`src/usb_uart_pkg.sv`:
```
// Purpose: shared constants and carrier types for the usb serial uart core
// Assumes: one 50 MHz system clock, synchronous active-low reset
// Notes:   timing counts are derived from the clock rate below
`default_nettype none

package usb_uart_pkg;

	// clock and timing
	localparam int unsigned REF_HZ          = 50_000_000;
	localparam int unsigned MS_CYCLES       = REF_HZ / 1000;
	localparam int unsigned RST_HOLD_MS     = 5;
	localparam int unsigned RST_HOLD_CYCLES = RST_HOLD_MS * MS_CYCLES;
	localparam int unsigned MAX_TIMEOUT_MS  = 255;

	// baud generation; periods in eighths of a reference tick, bit positions in x16 ticks
	localparam logic [16:0] EIGHTHS_PER_TICK = 17'h00008;
	localparam logic [16:0] PERIOD_DIV0      = 17'h00008;
	localparam logic [16:0] PERIOD_DIV1      = 17'h0000c;
	localparam logic [3:0]  HALF_BIT_TICK    = 4'h7;
	localparam logic [3:0]  LAST_BIT_TICK    = 4'hf;

	// buffers and flow control
	localparam int unsigned TX_DEPTH_DEF = 128;
	localparam int unsigned RX_DEPTH_DEF = 384;
	localparam int unsigned RX_STOP_ROOM = 32;
	localparam logic [7:0]  XON_CHAR     = 8'h11;
	localparam logic [7:0]  XOFF_CHAR    = 8'h13;

	// reset values of line outputs
	localparam logic TXD_IDLE = 1'b1;
	localparam logic LINE_OFF_N = 1'b1;

	typedef enum logic [1:0] {
		FLOW_NONE     = 2'b00,
		FLOW_RTS_CTS  = 2'b01,
		FLOW_DTR_DSR  = 2'b10,
		FLOW_XON_XOFF = 2'b11
	} flow_type;

	typedef enum logic [2:0] {
		TX_IDLE  = 3'b000,
		TX_LEAD  = 3'b001,
		TX_START = 3'b010,
		TX_DATA  = 3'b011,
		TX_STOP  = 3'b100
	} tx_state_type;

	typedef enum logic [2:0] {
		RX_IDLE  = 3'b000,
		RX_START = 3'b001,
		RX_DATA  = 3'b010,
		RX_STOP  = 3'b011,
		RX_WAIT  = 3'b100
	} rx_state_type;

	typedef struct packed {
		logic [13:0] prescale;
		logic [2:0]  frac;
		logic        eight_bits;
		flow_type    flow;
		logic [7:0]  timeout_ms;
		logic        send_break;
		logic        rts_n;
		logic        dtr_n;
	} cfg_type;

	typedef struct packed {
		logic cts_n;
		logic dsr_n;
		logic dcd_n;
		logic ri_n;
	} modem_type;

	typedef struct packed {
		logic       brk;
		logic [7:0] data;
	} rx_word_type;

endpackage : usb_uart_pkg

`default_nettype wire

```
`src/usb_serial_uart_core.sv`:
```
// Purpose: serial side of a usb bridge: baud generator, uart, buffers, reset output
// Assumes: all inputs synchronous to ref_clk_i; ref_tick_i marks one 48 MHz reference step
// Notes:   8N1 or 7N1 frames; the bridge's byte streams face the usb endpoint logic
`default_nettype none

// Operation
// baud generator makes sixteen-times bit clock
// divisor is 14-bit integer plus three fraction bits
// bit rate spans 183 baud to 3M
// seven or eight data bit frames
// rts cts dtr dsr dcd ri provided
// driver enable follows transmission for rs485
// selectable hardware or xon/xoff flow control
// send break on command, detect received break
// 128-byte transmit buffer feeds transmitter
// 384-byte receive buffer holds received bytes
// controller moves bytes between buffers and uart
// reference steps come from clock multiplier
// reset output low during reset
// reset output low 5 ms after conditions
// external reset held inactive unless used
// fraction selects eighths from 0 to 0.875
// prescale 1 gives 2M, 0 gives 3M
// receive flush timeout 1 to 255 ms
// driver enable asserted while sending break
// enable leads first start, trails last stop
// break latched and reported until read
module usb_serial_uart_core
	import usb_uart_pkg::*;
#(
	parameter int unsigned TX_DEPTH  = TX_DEPTH_DEF,
	parameter int unsigned RX_DEPTH  = RX_DEPTH_DEF,
	parameter int unsigned MS_CYC    = MS_CYCLES,
	parameter int unsigned RST_HOLD  = RST_HOLD_CYCLES
) (
	// clock, reset, enable
	input  wire logic        ref_clk_i,
	input  wire logic        resetn_i,
	input  wire logic        ce_i,
	input  wire logic        ref_tick_i,
	// reset generator
	input  wire logic        supply_ok_i,
	input  wire logic        osc_running_i,
	output logic             reset_output_n_o,
	// configuration
	input  wire cfg_type     cfg_i,
	// transmit byte stream from usb out endpoint
	input  wire logic        tx_valid_i,
	input  wire logic [7:0]  tx_data_i,
	output logic             tx_ready_o,
	// receive byte stream to usb in endpoint
	input  wire logic        rx_ready_i,
	output logic             rx_valid_o,
	output rx_word_type      rx_word_o,
	output logic             rx_flush_o,
	// serial line and modem lines
	output logic             txd_o,
	input  wire logic        rxd_i,
	output logic             tx_driver_enable_o,
	output logic             rts_n_o,
	output logic             dtr_n_o,
	input  wire modem_type   modem_i,
	output modem_type        modem_status_o
);

	localparam int TXW = $clog2(TX_DEPTH);
	localparam int TXC = $clog2(TX_DEPTH + 1);
	localparam int RXW = $clog2(RX_DEPTH);
	localparam int RXC = $clog2(RX_DEPTH + 1);
	localparam int MSW = $clog2(MS_CYC);
	localparam int RSW = $clog2(RST_HOLD + 1);

	typedef struct packed {
		logic [16:0]    acc;
		tx_state_type   tx_st;
		logic [3:0]     tx_tick;
		logic [2:0]     tx_bit;
		logic [7:0]     tx_shift;
		logic           txd;
		logic           de;
		logic           xoff;
		logic [TXW-1:0] tx_rd;
		logic [TXW-1:0] tx_wr;
		logic [TXC-1:0] tx_cnt;
		logic           tx_rdy;
		rx_state_type   rx_st;
		logic [3:0]     rx_tick;
		logic [2:0]     rx_bit;
		logic [7:0]     rx_shift;
		logic [RXW-1:0] rx_rd;
		logic [RXW-1:0] rx_wr;
		logic [RXC-1:0] rx_cnt;
		logic           out_valid;
		rx_word_type    out_word;
		logic           brk_flag;
		logic [MSW-1:0] ms_cnt;
		logic [7:0]     idle_ms;
		logic           flush;
		logic           rts_n;
		logic           dtr_n;
		modem_type      modem;
		logic [RSW-1:0] rst_cnt;
		logic           rst_out_n;
	} state_type;

	localparam state_type STATE_RESET = '{
		tx_st: TX_IDLE, rx_st: RX_IDLE, txd: TXD_IDLE, rts_n: LINE_OFF_N,
		dtr_n: LINE_OFF_N, modem: '1, default: '0};

	state_type   st;
	state_type   next_st;
	logic [7:0]  tx_mem [TX_DEPTH];
	logic [7:0]  rx_mem [RX_DEPTH];
	logic        tx_push;
	logic        rx_push;
	logic [7:0]  rx_byte;

	// divider period in eighths of a reference step; 0 and 1 ignore the fraction
	function automatic logic [16:0] period_eighths(input cfg_type c);
		if (c.prescale == 14'h0000) begin
			return PERIOD_DIV0;
		end else if (c.prescale == 14'h0001) begin
			return PERIOD_DIV1;
		end
		return {c.prescale, c.frac};
	endfunction : period_eighths

	function automatic logic [RXW-1:0] rx_next(input logic [RXW-1:0] p);
		return (p == RXW'(RX_DEPTH - 1)) ? '0 : p + 1'b1;
	endfunction : rx_next

	// all control state advances here; memories are written in their own process
	always_comb begin
		logic        tick16;
		logic        pause;
		logic        can_send;
		logic        tx_pop;
		logic        rx_pop;
		logic [7:0]  word;
		logic [16:0] sum;
		logic        brk_set;
		next_st  = st;
		pause    = 1'b0;
		can_send = 1'b0;
		sum      = '0;
		brk_set  = 1'b0;
		tick16   = 1'b0;
		tx_pop   = 1'b0;
		rx_pop   = 1'b0;
		rx_push  = 1'b0;
		word     = '0;
		next_st.flush = 1'b0;

		// fractional divider: one x16 tick per period of eighths
		sum = st.acc + EIGHTHS_PER_TICK;
		if (ref_tick_i) begin
			if (sum >= period_eighths(cfg_i)) begin
				next_st.acc = sum - period_eighths(cfg_i);
				tick16      = 1'b1;
			end else begin
				next_st.acc = sum;
			end
		end

		// transmit flow gate
		case (cfg_i.flow)
			FLOW_RTS_CTS:  pause = modem_i.cts_n;
			FLOW_DTR_DSR:  pause = modem_i.dsr_n;
			FLOW_XON_XOFF: pause = st.xoff;
			default:       pause = 1'b0;
		endcase
		can_send = (st.tx_cnt != '0) && !pause && !cfg_i.send_break;
		tx_push  = tx_valid_i && st.tx_rdy;

		// transmitter; enable leads by one bit and drops after the last stop bit
		if (tick16) begin
			next_st.tx_tick = st.tx_tick + 1'b1;
			case (st.tx_st)
				TX_IDLE: begin
					next_st.tx_tick = '0;
					next_st.txd     = !cfg_i.send_break;
					next_st.de      = cfg_i.send_break;
					if (can_send) begin
						next_st.tx_st = TX_LEAD;
						next_st.txd   = TXD_IDLE;
						next_st.de    = 1'b1;
					end
				end
				TX_LEAD: if (st.tx_tick == LAST_BIT_TICK) begin
					next_st.tx_st = TX_START;
					next_st.txd   = 1'b0;
					next_st.tx_shift = tx_mem[st.tx_rd];
					tx_pop = 1'b1;
				end
				TX_START: if (st.tx_tick == LAST_BIT_TICK) begin
					next_st.tx_st = TX_DATA;
					next_st.tx_bit = '0;
					next_st.txd   = st.tx_shift[0];
				end
				TX_DATA: if (st.tx_tick == LAST_BIT_TICK) begin
					next_st.tx_shift = {1'b0, st.tx_shift[7:1]};
					next_st.tx_bit   = st.tx_bit + 1'b1;
					next_st.txd      = st.tx_shift[1];
					if (st.tx_bit == (cfg_i.eight_bits ? 3'h7 : 3'h6)) begin
						next_st.tx_st = TX_STOP;
						next_st.txd   = 1'b1;
					end
				end
				TX_STOP: if (st.tx_tick == LAST_BIT_TICK) begin
					if (can_send) begin
						next_st.tx_st    = TX_START; // back to back, enable stays high
						next_st.txd      = 1'b0;
						next_st.tx_shift = tx_mem[st.tx_rd];
						tx_pop = 1'b1;
					end else begin
						next_st.tx_st = TX_IDLE;
						next_st.de    = cfg_i.send_break;
						next_st.txd   = !cfg_i.send_break;
					end
				end
				default: next_st.tx_st = TX_IDLE;
			endcase
		end

		// receiver, sampled at mid bit; a zero frame with low stop bit is a break
		if (tick16) begin
			next_st.rx_tick = st.rx_tick + 1'b1;
			case (st.rx_st)
				RX_IDLE: begin
					next_st.rx_tick = '0;
					if (!rxd_i) next_st.rx_st = RX_START;
				end
				RX_START: if (st.rx_tick == HALF_BIT_TICK) begin
					next_st.rx_tick = '0;
					next_st.rx_bit  = '0;
					next_st.rx_st   = rxd_i ? RX_IDLE : RX_DATA; // glitch rejected
				end
				RX_DATA: if (st.rx_tick == LAST_BIT_TICK) begin
					next_st.rx_shift = {rxd_i, st.rx_shift[7:1]};
					next_st.rx_bit   = st.rx_bit + 1'b1;
					if (st.rx_bit == (cfg_i.eight_bits ? 3'h7 : 3'h6)) begin
						next_st.rx_st = RX_STOP;
					end
				end
				RX_STOP: if (st.rx_tick == LAST_BIT_TICK) begin
					word = cfg_i.eight_bits ? st.rx_shift : {1'b0, st.rx_shift[7:1]};
					next_st.rx_st = RX_IDLE;
					if (!rxd_i) begin
						next_st.rx_st = RX_WAIT; // framing error bytes are dropped
						if (word == 8'h00) begin
							next_st.brk_flag = 1'b1;
							brk_set          = 1'b1;
						end
					end else if (cfg_i.flow == FLOW_XON_XOFF && word == XOFF_CHAR) begin
						next_st.xoff = 1'b1;
					end else if (cfg_i.flow == FLOW_XON_XOFF && word == XON_CHAR) begin
						next_st.xoff = 1'b0;
					end else begin
						rx_push = st.rx_cnt != RXC'(RX_DEPTH);
					end
				end
				RX_WAIT: if (rxd_i) next_st.rx_st = RX_IDLE;
				default: next_st.rx_st = RX_IDLE;
			endcase
		end
		rx_byte = word;
		if (cfg_i.flow != FLOW_XON_XOFF) next_st.xoff = 1'b0;

		// output stage; break flag travels with the next word and clears when taken
		if (!st.out_valid || rx_ready_i) begin
			next_st.out_valid = 1'b0;
			if (st.out_valid) begin
				next_st.brk_flag = brk_set || (st.brk_flag && !st.out_word.brk); // set wins
			end
			if (st.rx_cnt != '0) begin
				next_st.out_valid     = 1'b1;
				next_st.out_word.data = rx_mem[st.rx_rd];
				rx_pop = 1'b1;
			end
			next_st.out_word.brk = next_st.brk_flag;
		end

		// buffer pointers and fill levels
		if (tx_push) next_st.tx_wr = st.tx_wr + 1'b1;
		if (tx_pop)  next_st.tx_rd = st.tx_rd + 1'b1;
		next_st.tx_cnt = st.tx_cnt + TXC'(tx_push) - TXC'(tx_pop);
		next_st.tx_rdy = next_st.tx_cnt != TXC'(TX_DEPTH);
		if (rx_push) next_st.rx_wr = rx_next(st.rx_wr);
		if (rx_pop)  next_st.rx_rd = rx_next(st.rx_rd);
		next_st.rx_cnt = st.rx_cnt + RXC'(rx_push) - RXC'(rx_pop);

		// flush timeout counts idle milliseconds while any word, held one included, waits
		if (rx_push || (st.rx_cnt == '0 && !st.out_valid)) begin
			next_st.ms_cnt  = '0;
			next_st.idle_ms = '0;
		end else if (st.ms_cnt == MSW'(MS_CYC - 1)) begin
			next_st.ms_cnt  = '0;
			next_st.idle_ms = st.idle_ms + 1'b1;
			if (st.idle_ms + 8'h01 >= ((cfg_i.timeout_ms == 8'h00) ? 8'h01 : cfg_i.timeout_ms)) begin
				next_st.flush   = 1'b1;
				next_st.idle_ms = '0;
			end
		end else begin
			next_st.ms_cnt = st.ms_cnt + 1'b1;
		end

		// handshake outputs: low asks the peer to send
		next_st.rts_n = cfg_i.rts_n;
		next_st.dtr_n = cfg_i.dtr_n;
		if (cfg_i.flow == FLOW_RTS_CTS) begin
			next_st.rts_n = next_st.rx_cnt > RXC'(RX_DEPTH - RX_STOP_ROOM);
		end
		if (cfg_i.flow == FLOW_DTR_DSR) begin
			next_st.dtr_n = next_st.rx_cnt > RXC'(RX_DEPTH - RX_STOP_ROOM);
		end
		next_st.modem = modem_i;

		// reset output waits for supply, oscillator and external reset together
		if (!supply_ok_i || !osc_running_i) begin
			next_st.rst_cnt   = '0;
			next_st.rst_out_n = 1'b0;
		end else if (st.rst_cnt == RSW'(RST_HOLD)) begin
			next_st.rst_out_n = 1'b1;
		end else begin
			next_st.rst_cnt = st.rst_cnt + 1'b1;
		end
	end

	// external reset returns all control state, including the reset output, to its start
	always_ff @(posedge ref_clk_i) begin
		if (!resetn_i) begin
			st <= STATE_RESET;
		end else if (ce_i) begin
			st <= next_st;
		end
	end

	// buffer storage has no reset; contents are only read below the fill level
	always_ff @(posedge ref_clk_i) begin
		if (resetn_i && ce_i && tx_push) tx_mem[st.tx_wr] <= tx_data_i;
		if (resetn_i && ce_i && rx_push) rx_mem[st.rx_wr] <= rx_byte;
	end

	assign reset_output_n_o   = st.rst_out_n;
	assign tx_ready_o         = st.tx_rdy;
	assign rx_valid_o         = st.out_valid;
	assign rx_word_o          = st.out_word;
	assign rx_flush_o         = st.flush;
	assign txd_o              = st.txd;
	assign tx_driver_enable_o = st.de;
	assign rts_n_o            = st.rts_n;
	assign dtr_n_o            = st.dtr_n;
	assign modem_status_o     = st.modem;

endmodule : usb_serial_uart_core

`default_nettype wire

```
`config.mk`:
```
export PLATFORM = sky130hd
export DESIGN_NAME = usb_serial_uart_core
export DESIGN_NICKNAME = d
export VERILOG_FILES = /design/src/usb_uart_pkg.sv /design/src/usb_serial_uart_core.sv
export SDC_FILE = /design/constraint.sdc
export NUM_CORES = 2
export LEC_CHECK = 0
export BUFFER_PORTS_ARGS = -buffer_cell sky130_fd_sc_hd__buf_4
export CAP_MARGIN = 0
export CELL_PAD_IN_SITES_DETAIL_PLACEMENT = 0
export CELL_PAD_IN_SITES_GLOBAL_PLACEMENT = 2
export CORE_ASPECT_RATIO = 2
export CORE_UTILIZATION = 47
export CTS_CLUSTER_DIAMETER = 150
export CTS_CLUSTER_SIZE = 25
export DETAILED_ROUTE_END_ITERATION = 6
export HOLD_SLACK_MARGIN = 0.15
export PLACE_DENSITY_LB_ADDON = 0.1
export SLEW_MARGIN = 20
export SYNTH_ARGS = -nofsm -noshare
export SYNTH_HDL_FRONTEND = slang
export SYNTH_SLANG_ARGS = --single-unit
```
`constraint.sdc`:
```
create_clock -name ref_clk_i -period 19.8 [get_ports ref_clk_i]
set_input_delay 3.96 -clock ref_clk_i [delete_from_list [all_inputs] [get_ports ref_clk_i]]
set_output_delay 3.96 -clock ref_clk_i [all_outputs]
set_load 0.05 [all_outputs]
```
Word level (Yosys, flattened, before mapping):

Memories as Yosys holds them, arrays and structs flattened. A register that Yosys moved wholly into a read port is not among the register bits.
Cells that the tools add are included.

* latch bits: 0
* memory bits (read-only): 0
* register bits after elaboration: 159
* memory bits (writable): 4096
* memories kept: 2

* $lt $le $gt $ge: 3
* $add $sub $neg: 17
* bitwise logic cells: 0
* reduce and logical (&&, ||, !) cells: 61
* div/mod/pow operators: 0
* shift operators: 0
* multipliers: 0
* eq/ne operators: 41
* muxes and demuxes: 107

Memories
* rx_mem: depth 384, width 8, read ports 1, clocked after Yosys merged registers in 1, wr ports 1, line usb_serial_uart_core.sv:113 `logic [7:0] rx_mem [RX_DEPTH];`
* tx_mem: depth 128, width 8, read ports 1, clocked after Yosys merged registers in 1, wr ports 1, line usb_serial_uart_core.sv:112 `logic [7:0] tx_mem [TX_DEPTH];`

Operator list (count)
* $mux 17: 8
* $mux 1: 51
* $mux 8: 6
* $mux 9: 5
* $mux 3: 13
* $ne 2x2->1 const B: 16
* $pmux 3 s5: 2
* $mux 24: 1
* $pmux 8 s3: 1
* $mux 10: 2
* $reduce_and 2->1: 10
* $mux 19: 1
* $add 18x1->18 const B: 1
* $add 9x1->9 const B: 2
* $eq 18x18->1 const B: 1
* $eq 9x9->1 const B: 2
* $mux 18: 1
* $reduce_bool 2->1: 9
* $add 17x4->17 const B: 1
* $ge 17x17->1: 1
* $sub 17x17->17: 1
* $add 16x1->16 const B: 1
* $eq 16x16->1 const B: 1
* $eq 8x5->1 const B: 2
* other kinds (49): 90

Longest topological paths before layout:

* word-level depth: 14
* gate-level depth with buffers: 27
* gate-level depth less buffers: 27

Least setup slack after synthesis:

Ideal clock, no wire load.

* kind: input to register
* from: input cfg_i[29] (netlist bit)
* to: memory rx_mem[0][4] (data pin)
* library setup time: 2256 ps
* arrival: 16197 ps
* stages on the path: 12
* data required time: 17544 ps
* path buffers: 0
* path slack: 1347 ps
* cell sequence: inv_1 > nand4_1 > nor4_1 > nand4_1 > mux2i_1 > ha_1 > o21a_1 > o31a_1 > o31ai_1 > a211oi_2 > o2111ai_1 > a21oi_1

* word-level cells in the longest chain between the ends: 10

RTL lines
* start, declared: line usb_serial_uart_core.sv:46 `input wire cfg_type cfg_i,`
* $eq 14x1->1: line usb_serial_uart_core.sv:122 `end else if (c.prescale == 14'h0001) begin`
* $mux 1: line usb_serial_uart_core.sv:122
* $mux 1: line usb_serial_uart_core.sv:120 `if (c.prescale == 14'h0000) begin`
* $mux 1: line usb_serial_uart_core.sv:156 `if (ref_tick_i) begin`
* $mux 17 (*): line usb_serial_uart_core.sv:125 `return {c.prescale, c.frac};`
* $mux 17 (*): line usb_serial_uart_core.sv:156
* $ge 17x17->1 (*): line usb_serial_uart_core.sv:157 `if (sum >= period_eighths(cfg_i)) begin`
* $mux 1 (*): line usb_serial_uart_core.sv:157
* $mux 1 (*): line usb_serial_uart_core.sv:156
* $mux 8 (*): line usb_serial_uart_core.sv:226 `if (tick16) begin`
* via rx_byte[4]: line usb_serial_uart_core.sv:116 `logic [7:0] rx_byte;`
* end, declared: line usb_serial_uart_core.sv:113

The timed path passes the listed nets; every way through them passes the cells marked *. The select of a mux whose other input is x is not followed.

Worst setup path after layout:

* from: input cfg_i[25] (netlist bit)
* to: memory rx_mem[269][0] (data pin)

The elaborated chain is that of the path after synthesis.

==> summary.md <==
| Metric | Value |
|---|---|
| Post-synth net total | 8358 |
| YS warnings | 0 |
| CTS root buf | clkbuf_16 |
| Fin Hold WS | 470 ps |
| Reg2reg end | rx_mem[269][0] |
| Total core area | 0.356 sq mm |
| Share of the synthesized area in the top cell type | 73.1% |
| Final period util | 48.8% |
| CTS clk-pin slew, worst paths | 100 ps |
| Crit path arrival time | 10230 ps |
| Crit-path leading delay family | buffers and inverters |
| Reg2reg start | st[153] |
| Critical path launch point type | primary input |
| Top cell by count, worst path | buf_4 |
| CTS resizes | 0 |
| Met1 Use GR | 29.6% |
| Achievable clock frequency | 104 MHz |
| Finish-stage setup viols | 0 |
| H-tree levels | 4 |
| Post-synth EDFFs | 4096 |
| CTS tree | yes |
| Post-detail-place hpwl | 323 mm |
| Crit Path Class | in -> reg |
| Worst-margin pin slew | 1290 ps |
| Fin Clk Skew | 55.5 ps |
| Crit path max-delay cell type | buf_4 |
| Pins over their slew limit | 0 |
| CTS sink count | 4270 |
| Post-DP Area | 0.174 sq mm |
| Top post-synthesis cells by area | edfxtp_1 (73%), mux4_2 (15%), dfxtp_1 (2.1%), nor2_1 (1.6%), mux2i_1 (1.2%) |
| Layout cell share with drive strength beyond 1 | 20.2% |
| Most frequent cells after synthesis | edfxtp_1 (4096), mux4_2 (1106), nor2_1 (709) |
| Minimum clock period | 9660 ps |
| DR DRC count | 0 |
| Hold Buf Count CTS | 0 |
| DRT iter0 DRCs | 7770 |
| GR peak layer | met2 |
| First-pass GRT wire length | 685 mm |
| M3 GR Usage | 2.56% |
| CP endpoint kind | flip-flop |
| GRT Residual Overflow | 0 |
| Routed Antenna Nets | 0 |
| Die Wd | 425 microns |
| Area grow syn2layout | 6.80% |
| PortBufs | 72 |
| Final count of hold timing violations | 0 |
| Area leader, netlist | edfxtp_1 |
| Fin Setup TNS | 0 ps |
| Seq/Total Area, Yosys | 75.2% |
| Syn_area_per_cell | 20.4 sq um |
| Met2 Usage GRT | 51.8% |
| Worst EP required | 20370 ps |
| Initial core utilization | 47.3% |
| Levels on crit path | 17 |
| WP buf/inv | 6 |
| Num CTS Buffers | 196 |
| Crit. Startpoint | cfg_i[25] |
| Worst slew margin | 13.3% |
| Crit-path max FO | 147 |
| Finished Cell Area | 0.180 sq mm |
| Power per cell area | 87.7 mW/mm^2 |
| CP Capture Point | rx_mem[269][0] |
| Initial antenna violation count | 11 |
| Crit path cell chain | buf_4 -> inv_1 -> nand4_1 -> nor4_1 -> nand4_1 -> mux2i_1 -> ha_1 -> o21a_1 -> o31a_1 -> o31ai_1 -> a211oi_2 -> o2111ai_2 -> buf_4 -> nor2_4 -> buf_4 -> buf_12 -> buf_4 |
| DR WL/cell | 37.9 microns |
| Gate Count Post-Synth | 8238 |
| Asr flop ratio synth | 0% |
| DRT Wirelength | 493 mm |
| Nets | 8349 |
| Setup ws final | 10140 ps |
| Status | completed |
| Largest net degree at the start of global routing | 176 |
| Synthesized area | 0.168 sq mm |
| Rows | 310 |
| Flops & latches, synth | 4270 |
| Delay of the slowest critical-path stage | 820 ps |
| DR vias | 81.2k |
| R2R depth | 16 |
| Vias in the first global route | 85.9k |
| I/O Pins | 73 |
| Clk buf depth | 4 |
| Die H | 848 microns |
| Most used DFF post-synth | edfxtp_1 |
| Count leader, synth | edfxtp_1 |
| Skew-Pair Late Insertion Delay | 940 ps |
| RSZ-0062 raised after global routing | no |
| First-pass DRT Iterations | 6 |
| Worst R2R Setup Slack | 12290 ps |
| Total GRT Usage | 27.4% |
| Leakage power | 45.0 nW |
| Post-synth cell types | 92 |
| Number of vias per cell | 6.24 |
| Postcts setup bufs | 0 |
| Max-cap viol count | 0 |
| Die area | 0.361 sq mm |
| Fill cell count | 28.5k |
| Worst hold path type | reg -> reg |
| Placer Congestion | 0.876 |
| VDD IR max | 87.9 uV |
| Place WS | 9070 ps |
## worst min path at each step
stage | end | from | cells after the start
after CTS | st[139] | st[139] | 2
after global placement | st[139] | st[139] | 2
after global routing | st[134] | st[134] | 2
after detailed placement | st[139] | st[139] | 2
final | st[139] | st[139] | 2
after floorplan | rx_word_o[4] | rx_word_o[4] | 2
## state kept, by name (all words and copies together), names as in the netlist, named ones only
signal	cells
rx_flush_o	1
tx_mem	1024
dtr_n_o	1
rts_n_o	1
txd_o	1
reset_output_n_o	1
tx_ready_o	1
st	146
rx_mem	3072
rx_valid_o	1
modem_status_o	4
rx_word_o	9
tx_driver_enable_o	1
## layer usage
layer  part of all wire (%)  wire length (microns)
met5                  0.010                     50
met2                     56                 276000
met4                    6.8                  33500
met3                    4.0                  19600
met1                     33                 164000
## through the flow
| step | power [mW] | utilization, % | cells |
|---|---|---|---|
| 3_3_place_gp | 11.4 | 48.9 | 12700 |
| 3_5_place_dp | 11.4 | 48.9 | 12700 |
| 4_1_cts | 15.9 | 50.5 | 13000 |
| 5_1_grt | 16.2 | 50.5 | 13000 |
| 6_report | 15.8 | 50.5 | 13000 |
| 2_1_floorplan | 11.1 | - | 8238 |
## area by class of cell
cell class / count / area (sq um) / share of cell area [%]
diodes: 6 / 15.0 / 0.00836
clock buffers: 293 / 5380 / 2.99
repair buffers: 274 / 2360 / 1.32
well taps: 4680 / 5860 / 3.26
multi-input cells: 3413 / 39300 / 21.9
clock inverters: 1 / 7.51 / 0.00418
inverters: 74 / 288 / 0.160
flip-flops and latches: 4270 / 127000 / 70.4
## where the power goes
group	total [mW]	switching, mW	internal (mW)
Combinational	1.30	0.780	0.516
Clock	4.63	2.74	1.89
Sequential	9.84	0.0527	9.78
## worst min-delay path, delay by kind of cell (launching register included)
| family | cells | cell delay [ps] |
|---|---|---|
| DFF | 1 | 330 |
| and+or+nand+nor | 1 | 60 |
| AOI/OAI and AO/OA | 1 | 50 |
## cells by family (layout without fill, tap and decap cells)
group / Yosys count / in the layout / share of synthesized area [%]
adder cells (fa/ha/maj): 69 / 69 / 0.525
other: 0 / 6 / 0
multiplexers: 1315 / 1315 / 16.1
AND/OR/NAND/NOR: 1278 / 1278 / 3.34
AO/OA/AOI/OAI: 664 / 664 / 2.78
XOR/XNOR: 87 / 87 / 0.453
buffers and inverters: 555 / 642 / 1.67
flip-flops: 4270 / 4270 / 75.2
## cells in the final DEF (no fill, tap or decap), drive strengths merged, types with 34 or more instances in the layout
master,instances
a21oi,127
a221oi,54
a22o,50
a22oi,110
buf,274
clkbuf,293
dfxtp,174
edfxtp,4096
ha,65
inv,74
mux2i,197
mux4,1106
nand2,207
nand3,93
nand4,34
nor2,711
nor3,66
o21ai,95
xnor2,49
xor2,38
(Power assumes the default switching activity.)
